[src/hdl/lbps_pkg.sv]
// Shared constants and types for the display bias power sequencer
package lbps_pkg;

    localparam int unsigned CLK_HZ          = 10_000_000;
    localparam int unsigned CHECK_WINDOW_US = 1000;
    localparam int unsigned CHECK_CYCLES    = (CHECK_WINDOW_US * (CLK_HZ / 1_000_000));
    localparam int unsigned CNT_W           = 24;
    localparam int unsigned SOFT_W          = 8;
    localparam int unsigned SOFT_STEP_CYC   = 16;

    localparam logic [CNT_W-1:0]  CNT_RESET   = 24'h000000;
    localparam logic [SOFT_W-1:0] SOFT_RESET  = 8'h00;
    localparam logic [SOFT_W-1:0] SOFT_FULL   = 8'hff;

    typedef enum logic [2:0]
    {
        ST_OFF      = 3'b000,
        ST_RST_WAIT = 3'b001,
        ST_DLY_WAIT = 3'b010,
        ST_CHECK    = 3'b011,
        ST_RUN      = 3'b100,
        ST_FAULT    = 3'b101
    } lbps_state_t;

    // Converter and pump enables, grouped as they leave the block
    typedef struct packed
    {
        logic logic_rail_en;
        logic gate_low_rail_en;
        logic boost_en;
        logic gate_high_rail_en;
    } lbps_rails_t;

    localparam lbps_rails_t RAILS_OFF = '{1'b0, 1'b0, 1'b0, 1'b0};

endpackage

[src/hdl/lbps_seq.sv]
// Power-up sequencer and reset generator for a display bias supply
// Operation
// - Logic rail, then gate low, then gate high/source
// - Logic converter enabled at undervoltage release or over-temperature recovery
// - Power-good starts reset timer; expiry releases reset, gate-low
// - Delay timer starts with gate-low pump enable
// - Undervoltage drops every output at once
// - Isolation gate low one delay after reset high
// - 1 ms after gate low, source good enables boost
// - Source not up by 1 ms flags error
// - Pump short-circuit mode starts with gate low
// - Feedback at 100 mV pauses pump drive
// - Boost switching moves pump to normal regulation
// - Pump current limit ramps up gradually
// - Reset output open-drain, only pulls low
// - Reset length starts at power-good, programmed
// - Reset pin state never blocks later start-up
// - Zero reset interval proceeds immediately
// - External enable gates gate-low pump start
// - External enable: isolation gate low one delay after rise, boost after the check window
// - Undervoltage lockout holds device inactive
// - Over-temperature disables outputs, resumes after cooling
module lbps_seq
    import lbps_pkg::*;
#(
    parameter int unsigned CHECK_CYC = CHECK_CYCLES
)
(
    input  wire logic                  clk_i,
    input  wire logic                  srst_i,
    input  wire logic                  input_supply_ok_i,
    input  wire logic                  logic_rail_pgood_i,
    input  wire logic                  source_rail_ok_i,
    input  wire logic                  pos_pump_feedback_ok_i,
    input  wire logic                  over_temp_i,
    input  wire logic                  ext_enable_mode_i,
    input  wire logic                  ext_enable_i,
    input  wire logic [CNT_W-1:0]      reset_interval_cap_i,
    input  wire logic [CNT_W-1:0]      delay_interval_cap_i,
    output lbps_pkg::lbps_rails_t      rails_o,
    output logic                       tcon_reset_n_o,
    output logic                       tcon_reset_oe_o,
    output logic                       isolation_gate_n_o,
    output logic                       pos_pump_sc_mode_o,
    output logic                       pos_pump_drive_en_o,
    output logic [SOFT_W-1:0]          pos_pump_ilimit_o,
    output logic                       source_error_o
);
    import lbps_pkg::*;

    // Pin-side inputs pass two flops before use
    logic [6:0] sync1_q, sync2_q;
    logic       vin_ok, pgood, vs_ok, fbp_ok;
    logic       otp, ext_mode, ext_en;

    always_ff @(posedge clk_i)
    begin
        if (srst_i)
        begin
            sync1_q <= 7'h00;
            sync2_q <= 7'h00;
        end
        else
        begin
            sync1_q <= {input_supply_ok_i, logic_rail_pgood_i, source_rail_ok_i,
                        pos_pump_feedback_ok_i, over_temp_i, ext_enable_mode_i,
                        ext_enable_i};
            sync2_q <= sync1_q;
        end
    end

    assign vin_ok   = sync2_q[6];
    assign pgood    = sync2_q[5];
    assign vs_ok    = sync2_q[4];
    assign fbp_ok   = sync2_q[3];
    assign otp      = sync2_q[2];
    assign ext_mode = sync2_q[1];
    assign ext_en   = sync2_q[0];

    // Thermal shutdown is treated like undervoltage: a full restart on recovery
    logic alive;
    assign alive = vin_ok && !otp;

    lbps_state_t       st_q, st_d;
    logic [CNT_W-1:0]  chk_q, chk_d;
    logic              err_q, err_d;
    logic              boosted_q, boosted_d;
    logic [SOFT_W-1:0] soft_q, soft_d;
    logic [4:0]        step_q, step_d;
    logic              hold_q, hold_d;
    lbps_rails_t       rails_q, rails_d;
    logic              rst_n_q, rst_n_d;
    logic              gd_n_q, gd_n_d;
    logic              sc_q, sc_d;
    logic              drv_q, drv_d;

    logic rst_start, dly_start;
    logic rst_done, dly_done;

    // Reset interval timer, started by power-good
    lbps_timer #(.W(CNT_W)) u_rst_tmr
    (
        .clk_i   (clk_i),
        .srst_i  (srst_i),
        .start_i (rst_start),
        .load_i  (reset_interval_cap_i),
        .done_o  (rst_done)
    );

    // Delay interval timer, started with the gate-low pump
    lbps_timer #(.W(CNT_W)) u_dly_tmr
    (
        .clk_i   (clk_i),
        .srst_i  (srst_i),
        .start_i (dly_start),
        .load_i  (delay_interval_cap_i),
        .done_o  (dly_done)
    );

    always_comb
    begin
        st_d      = st_q;
        chk_d     = chk_q;
        err_d     = err_q;
        boosted_d = boosted_q;
        rails_d   = rails_q;
        rst_n_d   = rst_n_q;
        gd_n_d    = gd_n_q;
        sc_d      = sc_q;
        drv_d     = drv_q;
        hold_d    = hold_q;
        rst_start = 1'b0;
        dly_start = 1'b0;
        if (!alive)
        begin
            // No ordered shutdown: everything drops together
            st_d      = ST_OFF;
            rails_d   = RAILS_OFF;
            rst_n_d   = 1'b0;
            gd_n_d    = 1'b1;
            sc_d      = 1'b0;
            drv_d     = 1'b0;
            hold_d    = 1'b0;
            boosted_d = 1'b0;
            err_d     = 1'b0;
            chk_d     = CNT_RESET;
        end
        else
        begin
            case (st_q)
                ST_OFF:
                begin
                    rails_d.logic_rail_en = 1'b1;
                    if (pgood && !ext_mode)
                    begin
                        rst_start = 1'b1;
                        st_d      = ST_RST_WAIT;
                    end
                    else if (pgood && ext_mode && ext_en)
                    begin
                        // A level test, so an enable that is already high still starts
                        rails_d.gate_low_rail_en = 1'b1;
                        rst_n_d   = 1'b1;
                        dly_start = 1'b1;
                        st_d      = ST_DLY_WAIT;
                    end
                end
                ST_RST_WAIT:
                begin
                    if (rst_done)
                    begin
                        rst_n_d                  = 1'b1;
                        rails_d.gate_low_rail_en = 1'b1;
                        dly_start                = 1'b1;
                        st_d                     = ST_DLY_WAIT;
                    end
                end
                ST_DLY_WAIT:
                begin
                    if (dly_done)
                    begin
                        gd_n_d = 1'b0;
                        sc_d   = 1'b1;
                        drv_d  = 1'b1;
                        chk_d  = CNT_W'(CHECK_CYC);
                        st_d   = ST_CHECK;
                    end
                end
                ST_CHECK:
                begin
                    if (chk_q <= CNT_W'(1))
                    begin
                        if (vs_ok)
                        begin
                            rails_d.boost_en          = 1'b1;
                            rails_d.gate_high_rail_en = 1'b1;
                            boosted_d                 = 1'b1;
                            st_d                      = ST_RUN;
                        end
                        else
                        begin
                            err_d = 1'b1;
                            st_d  = ST_FAULT;
                        end
                        chk_d = CNT_RESET;
                    end
                    else
                    begin
                        chk_d = chk_q - CNT_W'(1);
                    end
                end
                ST_RUN:
                begin
                    sc_d   = 1'b0;
                    hold_d = 1'b0;
                end
                default:
                begin
                    // Latched until power is lost or over-temperature; boost stays off
                    rails_d.boost_en = 1'b0;
                end
            endcase
            // Short-circuit mode: stop sourcing once feedback shows no short
            if (sc_q && fbp_ok && !boosted_q)
            begin
                hold_d = 1'b1;
            end
            drv_d = (st_d == ST_CHECK || st_d == ST_FAULT || st_d == ST_RUN)
                    && !hold_d;
        end
    end

    // Soft-start: the current limit climbs one step every few cycles
    always_comb
    begin
        soft_d = soft_q;
        step_d = step_q;
        if (!alive || st_q != ST_RUN)
        begin
            soft_d = SOFT_RESET;
            step_d = 5'h00;
        end
        else if (soft_q != SOFT_FULL)
        begin
            if (step_q == 5'(SOFT_STEP_CYC - 1))
            begin
                step_d = 5'h00;
                soft_d = soft_q + SOFT_W'(1);
            end
            else
            begin
                step_d = step_q + 5'h01;
            end
        end
    end

    always_ff @(posedge clk_i)
    begin
        if (srst_i)
        begin
            st_q      <= ST_OFF;
            chk_q     <= CNT_RESET;
            err_q     <= 1'b0;
            boosted_q <= 1'b0;
            rails_q   <= RAILS_OFF;
            rst_n_q   <= 1'b0;
            gd_n_q    <= 1'b1;
            sc_q      <= 1'b0;
            drv_q     <= 1'b0;
            hold_q    <= 1'b0;
            soft_q    <= SOFT_RESET;
            step_q    <= 5'h00;
        end
        else
        begin
            st_q      <= st_d;
            chk_q     <= chk_d;
            err_q     <= err_d;
            boosted_q <= boosted_d;
            rails_q   <= rails_d;
            rst_n_q   <= rst_n_d;
            gd_n_q    <= gd_n_d;
            sc_q      <= sc_d;
            drv_q     <= drv_d;
            hold_q    <= hold_d;
            soft_q    <= soft_d;
            step_q    <= step_d;
        end
    end

    // Open-drain reset: data pin always low, enable pulls while in reset
    assign rails_o             = rails_q;
    assign tcon_reset_n_o      = 1'b0;
    assign tcon_reset_oe_o     = !rst_n_q;
    assign isolation_gate_n_o  = gd_n_q;
    assign pos_pump_sc_mode_o  = sc_q;
    assign pos_pump_drive_en_o = drv_q;
    assign pos_pump_ilimit_o   = soft_q;
    assign source_error_o      = err_q;

    order_a: assert property (@(posedge clk_i) disable iff (srst_i)
        rails_q.gate_high_rail_en |-> rails_q.gate_low_rail_en && rails_q.logic_rail_en)
        else $error("gate high rail up before lower rails");
    undervoltage_lockout_drop_a: assert property (@(posedge clk_i) disable iff (srst_i)
        !alive |=> rails_q == RAILS_OFF && gd_n_q)
        else $error("outputs not dropped on undervoltage");
    gl_with_rst_a: assert property (@(posedge clk_i) disable iff (srst_i)
        $rose(rst_n_q) |-> $rose(rails_q.gate_low_rail_en))
        else $error("gate low pump not enabled with reset release");
    gd_sc_a: assert property (@(posedge clk_i) disable iff (srst_i)
        $fell(gd_n_q) |-> sc_q)
        else $error("short-circuit mode not set with isolation gate");
    boost_ok_a: assert property (@(posedge clk_i) disable iff (srst_i)
        $rose(rails_q.boost_en) |-> !gd_n_q && $past(vs_ok))
        else $error("boost enabled without source rail good");
    err_block_a: assert property (@(posedge clk_i) disable iff (srst_i)
        err_q |-> !rails_q.boost_en)
        else $error("boost enabled while error latched");
    err_hold_a: assert property (@(posedge clk_i) disable iff (srst_i)
        err_q && alive |=> err_q)
        else $error("error flag cleared without restart");
    od_a: assert property (@(posedge clk_i) disable iff (srst_i)
        !tcon_reset_n_o)
        else $error("reset pin driven high");
    soft_a: assert property (@(posedge clk_i) disable iff (srst_i)
        st_q == ST_RUN && $past(st_q) == ST_RUN |-> soft_q - $past(soft_q) <= SOFT_W'(1))
        else $error("pump current limit stepped too fast");
    hold_a: assert property (@(posedge clk_i) disable iff (srst_i)
        alive && sc_q && fbp_ok && !boosted_q |=> hold_q && !drv_q)
        else $error("pump drive not paused on feedback");
endmodule

[src/hdl/lbps_timer.sv]
// Loadable down-counter that stands in for a capacitor ramp timer
module lbps_timer
#(
    parameter int unsigned W = 24
)
(
    input  wire logic         clk_i,
    input  wire logic         srst_i,
    input  wire logic         start_i,
    input  wire logic [W-1:0] load_i,
    output logic              done_o
);
    logic [W-1:0] cnt_q;
    logic [W-1:0] cnt_d;
    logic         run_q;
    logic         run_d;
    logic         done_q;
    logic         done_d;

    always_comb
    begin
        cnt_d  = cnt_q;
        run_d  = run_q;
        done_d = 1'b0;
        if (start_i)
        begin
            // A zero load means no capacitor: finish on the next edge
            cnt_d  = load_i;
            run_d  = (load_i != '0);
            done_d = (load_i == '0);
        end
        else if (run_q)
        begin
            if (cnt_q <= W'(1))
            begin
                run_d  = 1'b0;
                done_d = 1'b1;
                cnt_d  = '0;
            end
            else
            begin
                cnt_d = cnt_q - W'(1);
            end
        end
    end

    always_ff @(posedge clk_i)
    begin
        if (srst_i)
        begin
            cnt_q  <= '0;
            run_q  <= 1'b0;
            done_q <= 1'b0;
        end
        else
        begin
            cnt_q  <= cnt_d;
            run_q  <= run_d;
            done_q <= done_d;
        end
    end

    assign done_o = done_q;
endmodule

[config.mk]
export PLATFORM = sky130hd
export DESIGN_NAME = lbps_seq
export DESIGN_NICKNAME = d
export VERILOG_FILES = /design/src/hdl/lbps_pkg.sv /design/src/hdl/lbps_seq.sv /design/src/hdl/lbps_timer.sv
export SDC_FILE = /design/constraint.sdc
export NUM_CORES = 1
export LEC_CHECK = 0
export BUFFER_PORTS_ARGS = -buffer_cell sky130_fd_sc_hd__clkbuf_2
export CORE_MARGIN = 3
export CORE_UTILIZATION = 50
export CTS_BUF_LIST = sky130_fd_sc_hd__clkbuf_16
export CTS_CLUSTER_DIAMETER = 100
export CTS_CLUSTER_SIZE = 28
export DETAILED_ROUTE_END_ITERATION = 16
export PLACE_DENSITY = 0.79
export SLEW_MARGIN = 20
export SYNTH_ARGS = -nofsm -noshare
export SYNTH_HDL_FRONTEND = slang
export SYNTH_HIERARCHICAL = 1
export SYNTH_SLANG_ARGS = --single-unit
[constraint.sdc]
create_clock -name clk_i -period 2.6 [get_ports clk_i]
set_input_delay 0.26 -clock clk_i [delete_from_list [all_inputs] [get_ports clk_i]]
set_output_delay 0.26 -clock clk_i [all_outputs]
set_load 0.005 [all_outputs]
# == Word level (Yosys, flattened, before mapping) ==
# Cells that the tools add are included.
# op_classes
n_bitwise,3
mux,50
n_addsub,5
n_reduce_logical,37
eq_ne,16
magnitude_cmp,3
# op_table
cell,count
$mux W24,8
$le A24 B1 Y1 const B,3
$sub A24 B1 Y24 const B,3
$logic_not A24 Y1,2
$pmux W24 S2,1
$reduce_bool A24 Y1,2
$mux W1,27
$mux W3,6
$pmux W3 S4,1
$reduce_bool A2 Y1,5
$eq A3 B2 Y1 const B,3
$eq A3 B3 Y1 const B,3
$reduce_and A3 Y1,3
$add A8 B1 Y8 const B,1
$ne A2 B2 Y1 const B,4
$ne A8 B8 Y1 const B,1
$pmux W1 S2,4
$reduce_and A2 Y1,4
$logic_and A1 B1 Y1,7
$logic_not A1 Y1,6
$add A5 B1 Y5 const B,1
$eq A5 B4 Y1 const B,1
$mux W5,1
$mux W2,2
9 further kinds,15
# word_totals
word_cells,135
in_bits,57
output_inout_bits,18
regBits,115

# == Longest topological paths before layout ==
# Gate-level depths: netlist of the first run.
# logic_depth
depth_word,10
depth_mapped,10

# == Modules after synthesis ==
# The synthesis of the first run kept the hierarchy.
# modules_own_cells
module,n_inst,area_each_um2,cells_per_inst,seq_area_each_um2
lbps_seq,1,2902.8,329,1261.2
lbps_timer at u_dly_tmr,1,1660.3,194,520.5
lbps_timer at u_rst_tmr,1,1600.3,207,520.5

# == Worst setup path before layout of the first run ==
# Ideal clock, no wire load.
# synth_timing
path_type,flip-flop to flip-flop
from,register st_q[0]
to,register u_dly_tmr.cnt_q[15]
setup_slack_ns,0.063
n_path_buf,1
stages_incl_launch_ff,10
synth_period_minus_slack_ns,2.537
t_arrival_ns,2.465
path_cell_list,dfxtp_1 > clkbuf_1 > nand4b_1 > a21oi_1 > nor4bb_1 > nor2_1 > or4_1 > or3_1 > a221o_1 > a21oi_1
# synth_via
elab_chain_cells,4
# synth_lines
element,line,text
from (decl),lbps_seq.sv:84,"lbps_state_t st_q, st_d;"
from (signal assigned),lbps_seq.sv:276,st_q <= st_d;
$eq A3 B1 Y1 / $logic_not A3 Y1 (equally long branches),lbps_seq.sv:150,case (st_q)
$pmux W1 S2 *,lbps_seq.sv:150,
$mux W1 *,lbps_seq.sv:134,if (!alive)
net dly_start,lbps_seq.sv:97,"logic rst_start, dly_start;"
$mux W24 / $reduce_bool A2 Y1 (equally long branches),n/a,
to (signal assigned),lbps_timer.sv:57,cnt_q <= cnt_d;
to (decl),lbps_timer.sv:13,logic [W-1:0] cnt_q;
# The timed path passes the listed nets; every way through them passes the cells marked *.
# A chain may end at the register's enable or synchronous reset.

# == Final worst setup path of the first run ==
# Same ends and word-level chain as after synthesis.

==> reports/metrics.yaml, run 1 <==
post_cts_buffers: 0
grt_first_pass_wirelength_um: 26100
yosysWarnings: 6
die_w_um: 117
clk_pin_slew_worst_paths_ns: 0.05
worstReg2RegStart: "st_q[0]"
crit_arrival_ns: 2.74
finalCritPeriodShare_pct: 92.2
worst_pin_slew_ns: 0.791
rrSetupSlack_ns: 0.20
n_antenna_cell: 0
ant_nets: 0
ir_drop_uv: 435
p_total_w: 0.00427
seq_area_frac_synth_pct: 37.4
cp_max_fo: 5
synthArstFlopShare_pct: 0
cts_sinks: 115
gp_congestion: 0.927
syn-num-nets: 795
fmax_mhz: 417
wl_per_cell_um: 16.6
r2r-end: "u_dly_tmr/cnt_q[15]"
rsz0062_at_grt: "no"
synth_area_per_cell_um2: 8.44
cts_hold_buf: 0
crit_required_ns: 2.94
row_count: 39
cap_viol_max_count: 0
die_area_mm2: 0.0137
drv_slew: 0
hold_class: "in -> reg"
whs_path_depth: 2
via_count: 6027
multi_input_area_mm2: 0.00358
synth-edff-count: 0
drcViolationCount: 0
synthFlopType: "dfxtp_1"
coreArea_mm2: 0.0117
power_density_mw_per_mm2: 585
io_pins: 75
ff_latch_area_mm2: 0.00230
holdPathEnd: "sync1_q[4]"
slew-limit-headroom_pct: 47.3
vias_per_cell: 6.24
hold_viol_final: 0
p_leak_nw: 2.93
nFillCells: 1021
dp_hpwl_um: 11000
insertion_delay_ns: 0.42
ctsRootBufferMaster: "clkbuf_16"
grt_overflow_total: 0
setup_viol: 0
wl_um: 16000
track_usage_pct: 23.8
syn_inst: 730
portBuffers: 73
clockBufferDepth: 2
final_nets: 875
drtIter0Drc: 575
htreeDepth: 4
postCtsResizedCells: 0
numCtsBuffers: 17
synth_seq_cells: 115
syn_to_final_growth_pct: 18.6
ys_types: 76
skew_ns: 0.00626
cts_tree: "done"
netlist_area_mm2: 0.00616
reg2reg_depth: 8
grt_max_degree: 70
layout-drive-gt1-share_pct: 20.8
cp-start-kind: "flop"
setup_tns_ns: 0
antenna_found_initial: 0
grt_pass1_vias: 5573
outcome: "finished, final reports clean"
end_kind: "flop"
initial_core_util_pct: 52.6
fin_crit_ns: 2.40
worstSetupPathType: "reg -> reg"
hp-start: "source_rail_ok_i"
drt_pass1_iterations: 7
die_h_um: 117
[Yosys cell counts (18+ instances only)]
master | n | area share [%]
nor2_1 | 63 | 3.8
nand3_1 | 32 | 2.6
nor4_1 | 24 | 2.4
nand2_1 | 51 | 3.1
clkbuf_1 | 30 | 1.8
nor3_1 | 26 | 2.1
nor2b_1 | 20 | 2.0
a21oi_1 | 53 | 4.3
dfxtp_1 | 115 | 37
and3_1 | 20 | 2.0
a31oi_1 | 25 | 2.5
xnor2_1 | 18 | 2.6
inv_1 | 18 | 1.1
o21ai_0 | 23 | 1.9
[state kept, by name, indices dropped and copies added (netlist names), 3 cells and up]
register and flops:
st_q 3, step_q 5, u_dly_tmr/cnt_q 24, u_rst_tmr/cnt_q 24, chk_q 24, sync2_q 7, rails_o 3, pos_pump_ilimit_o 8
sync1_q 7
[placed cells by master, fill, tap and decap left out, drive strengths merged, types with 6 or more instances in the layout]
cell type	synthesis	layout
dfxtp	115	115
clkbuf	30	90
nor2	63	63
a21oi	53	53
nand2	51	51
nand3	33	33
buf	14	32
nor4	32	32
nor3	28	28
o21ai	27	27
a31oi	26	26
inv	18	20
nor2b	20	20
and3	20	20
xnor2	18	18
o22ai	17	17
nand4	15	15
or3	15	15
xor2	12	12
or4	11	11
and2	8	8
ha	8	8
a311oi	8	8
clkinv	0	8
nor3b	7	7
nand2b	6	6
[final cells by class]
type / instances / share of cell area (%)
clock inverter: 15 / 2.04
inverter: 18 / 0.924
sequential: 115 / 31.5
timing repair buffer: 105 / 8.28
clock buffer: 17 / 5.82
tap: 143 / 2.45
multi-input combinational: 553 / 49.0
[stage by stage]
stage	utilization, %	instances	setup slack [ns]	instance area, um^2	hold slack (ns)
4_1_cts	62.4	966	0.210	7310	0.0491
6_report	62.4	966	0.203	7310	0.0543
2_1_floorplan	-	730	0.0632	6160	0.332
5_1_grt	62.4	966	0.0117	7310	0.0505
3_3_place_gp	57.5	934	0.265	6740	0.430
3_5_place_dp	57.5	934	0.218	6740	0.435
[routing by layer]
layer / up-vias / global-route usage [%] / wire length [um] / part of all wire (%)
li1: 2891 / - / - / -
met1: 2848 / 31.2 / 7000 / 44
met2: 255 / 37.4 / 7600 / 48
met3: 33 / 6.17 / 1090 / 6.8
met4: 0 / 9.79 / 299 / 1.9
met5: - / 0 / 0 / 0
[worst max-delay path, stage by stage (launching register included)]
cell	delay, ns
dfxtp_1	0.33
nand4b_1	0.17
a21oi_1	0.21
nor4bb_4	0.32
nor2_1	0.10
or4_1	0.41
or3_1	0.32
a221o_1	0.32
a21oi_1	0.13
[how the worst max path moves through the flow]
stage / start / end / slack (ns) / cells after the start
2_1_floorplan: st_q[0] / u_dly_tmr/cnt_q[15] / 0.06 / 9
3_3_place_gp: st_q[0] / u_dly_tmr/cnt_q[15] / 0.27 / 8
3_5_place_dp: st_q[0] / u_dly_tmr/cnt_q[15] / 0.22 / 8
4_1_cts: st_q[0] / u_dly_tmr/cnt_q[15] / 0.21 / 8
5_1_grt: st_q[0] / u_dly_tmr/cnt_q[15] / 0.01 / 8
6_report: st_q[0] / u_dly_tmr/cnt_q[15] / 0.20 / 8
[cell families (layout without fill, tap and decap cells)]
family                   after synthesis  after routing  synth area share, %
XOR/XNOR                              30             30                 4.26
AO/OA/AOI/OAI                        182            182                 20.9
other                                  1              1               0.0608
adder cells (fa/ha/maj)                8              8                 1.62
buffers and inverters                 62            155                 4.79
multiplexers                           4              4                0.670
AND/OR/NAND/NOR                      328            328                 30.3
flip-flops                           115            115                 37.4
[power by group]
part           switching [W]  leakage (nW)  internal [W]
clock               0.000797         0.287       0.00147
combinational       0.000122          1.72     0.0000884
sequential         0.0000110         0.929       0.00178
(Power assumes the default switching activity.)
==> run 2: changes to the inputs <==
- ABC_AREA: not set -> 1
- PLACE_DENSITY: 0.79 -> 0.78
==> reports/metrics.yaml, run 2 <==
crit_arrival_ns: 2.54  # -0.20 ns
syn-num-nets: 1064  # +34%
cts_sinks: 115  # unchanged
grt_overflow_total: 0  # unchanged
startpoint: "st_q[0]"
clockBufferDepth: 2  # unchanged
grt_max_degree: 32  # -54%
final_nets: 1140  # +30%
cts_tree: "done"
initial_core_util_pct: 51.2  # -1.4 points
synth_top_area_share_pct: 33.8  # -3.6 points
hold_class: "in -> reg"
rrSetupSlack_ns: 0.35  # +0.15 ns
synth_area_per_cell_um2: 6.82  # -19%
ant_nets: 0  # unchanged
track_usage_pct: 22.8  # -1.0 points
synth-edff-count: 0  # unchanged
layout-drive-gt1-share_pct: 18.2  # -2.6 points
ir_drop_uv: 455  # +4.8%
io_pins: 75  # unchanged
netlist_area_mm2: 0.00681  # +11%
die_area_mm2: 0.0151  # +10%
place_ws_ns: 0.423  # +0.205 ns
ctsRootBufferMaster: "clkbuf_16"
cp_max_fo: 12  # +7
skew_ns: 0.00609  # -0.000171 ns
worstReg2RegStart: "st_q[0]"
insertion_delay_ns: 0.42  # about the same
ys_types: 47  # -38%
wl_um: 16800  # +5.1%
fmax_mhz: 445  # +6.7%
end_kind: "flop"
synthArstFlopShare_pct: 0  # unchanged
die_w_um: 123  # +4.9%
slew-limit-headroom_pct: 43.2  # -4.1 points
drv_slew: 0  # unchanged
cap_viol_max_count: 0  # unchanged
setup_tns_ns: 0  # unchanged
stdcell_count: 1264  # +31%
outcome: "finished, final reports clean"
yosysMostFrequentCell: "nand2_1"
postCtsResizedCells: 0  # unchanged
r2r-end: "u_dly_tmr/cnt_q[1]"
cts_hold_buf: 0  # unchanged
htreeDepth: 4  # unchanged
place_area_mm2: 0.00733  # +8.8%
worstSetupPathType: "reg -> reg"
stdcell_area_mm2: 0.00797  # +9.0%
numCtsBuffers: 17  # unchanged
synth_seq_cells: 115  # unchanged
n_antenna_cell: 0  # unchanged
worst_pin_slew_ns: 0.849  # +0.0576 ns
post_cts_buffers: 0  # unchanged
critical_path.endpoint: "u_dly_tmr/cnt_q[1]"
dp_hpwl_um: 12200  # +11%
p_leak_nw: 3.65  # +25%
via_count: 6593  # +9.4%
fin_crit_ns: 2.25  # -0.151 ns
synth_top_area_cell: "dfxtp_1"
synth_area_leaders: "dfxtp_1 34%, nand2_1 11%, nor2_1 8.7%"
syn_inst: 999  # +37%
reg2reg_depth: 11  # +3
finalCritPeriodShare_pct: 86.4  # -5.8 points
portBuffers: 73  # unchanged
final_cell_mix: "206 x nand2_1, 157 x nor2_1, 115 x dfxtp_1"
ys_top_cells_by_count: "206 x nand2_1, 157 x nor2_1, 115 x dfxtp_1"
synthFlopType: "dfxtp_1"
nFillCells: 1238  # +21%
rsz0062_at_grt: "no"
layout_setup_ws_ns: 0.355  # +0.151 ns
seq_area_frac_synth_pct: 33.8  # -3.6 points
hold_viol_final: 0  # unchanged
syn_to_final_growth_pct: 17.0
final_util_pct: 59.9  # -2.5 points
die_h_um: 123  # +4.9%
yosysWarnings: 6  # unchanged
grt_pass1_vias: 5932  # +6.4%
drt_pass1_iterations: 5  # -2
coreArea_mm2: 0.0133  # +14%
drtIter0Drc: 642  # +12%
biggestRegsByFlops: "chk_q (24), u_dly_tmr/cnt_q (24), u_rst_tmr/cnt_q (24)"
cp-start-kind: "flop"
vias_per_cell: 5.22  # -16%
gp_congestion: 0.897  # -3.3%
layout.cells.most_common: "nand2_1"
wl_per_cell_um: 13.3  # -20%
drcViolationCount: 0  # unchanged
crit_required_ns: 2.90  # -0.04 ns
dp.cells: 1232  # +32%
clk_pin_slew_worst_paths_ns: 0.06  # about the same
antenna_found_initial: 0  # unchanged
row_count: 42  # +7.7%
grt_first_pass_wirelength_um: 27600  # +5.6%
power_density_mw_per_mm2: 569  # -2.6%
setup_viol: 0  # unchanged
run 2: worst min-delay path by stage:
stage | start | endpoint | depth (start not counted) | slack (ns)
after floorplan | srst_i | sync1_q[6] | 1 | 0.33
after CTS | over_temp_i | sync1_q[2] | 3 | 0.02
after global routing | over_temp_i | sync1_q[2] | 3 | 0.02
after global placement | sync1_q[0] | sync2_q[0] | 2 | 0.40
final | over_temp_i | sync1_q[2] | 3 | 0.03
after detailed placement | sync1_q[1] | sync2_q[1] | 2 | 0.40
run 2: through the flow:
| stage | hold slack, ns | power (W) |
|---|---|---|
| final | 0.0278 | 0.00453 |
| after global routing | 0.0194 | 0.00468 |
| after CTS | 0.0227 | 0.00456 |
| after global placement | 0.399 | 0.00203 |
| after floorplan | 0.331 | 0.00194 |
| after detailed placement | 0.399 | 0.00203 |
run 2: cell type report:
class,count,area (um^2),share of cell area (%)
Clock buffer,17,425,5.34
Clock inverter,15,214,2.69
Inverter,123,467,5.86
Multi-Input combinational cell,735,3900,48.9
Sequential cell,115,2300,28.9
Tap cell,176,220,2.76
Timing Repair Buffer,83,440,5.53
run 2: logic make-up (layout without fill, tap and decap cells):
kind of cell / Yosys count / count (layout) / share of synthesized area (%)
simple gates: 525 / 525 / 36.5
buf+inv: 149 / 238 / 9.04
compound gates: 164 / 164 / 14.4
fa+ha+maj: 8 / 8 / 1.47
xor+xnor: 37 / 37 / 4.76
other cells: 1 / 1 / 0.0551
flops: 115 / 115 / 33.8
run 2: routing by layer:
metal,routed length [um],global-route usage (%),vias to the layer above
li1,-,-,3385
met1,7910,30.5,2980
met2,7660,36.5,199
met3,961,5.07,29
met4,284,7.07,0
met5,0,0,-
run 2: power by group:
part	switching (W)	internal (W)	total (W)
Clock	0.000854	0.00169	0.00254
Combinational	0.000128	0.0000797	0.000208
Sequential	0.00000715	0.00178	0.00178
run 2: critical path, stage by stage (launching register included):
cell	delay, ns
dfxtp_1	0.37
nor2_1	0.23
nand2_1	0.15
o22ai_1	0.21
inv_1	0.06
nor2_1	0.21
nor2_1	0.11
buf_4	0.18
inv_1	0.31
o21ai_0	0.14
nand2_1	0.07
o21ai_0	0.11
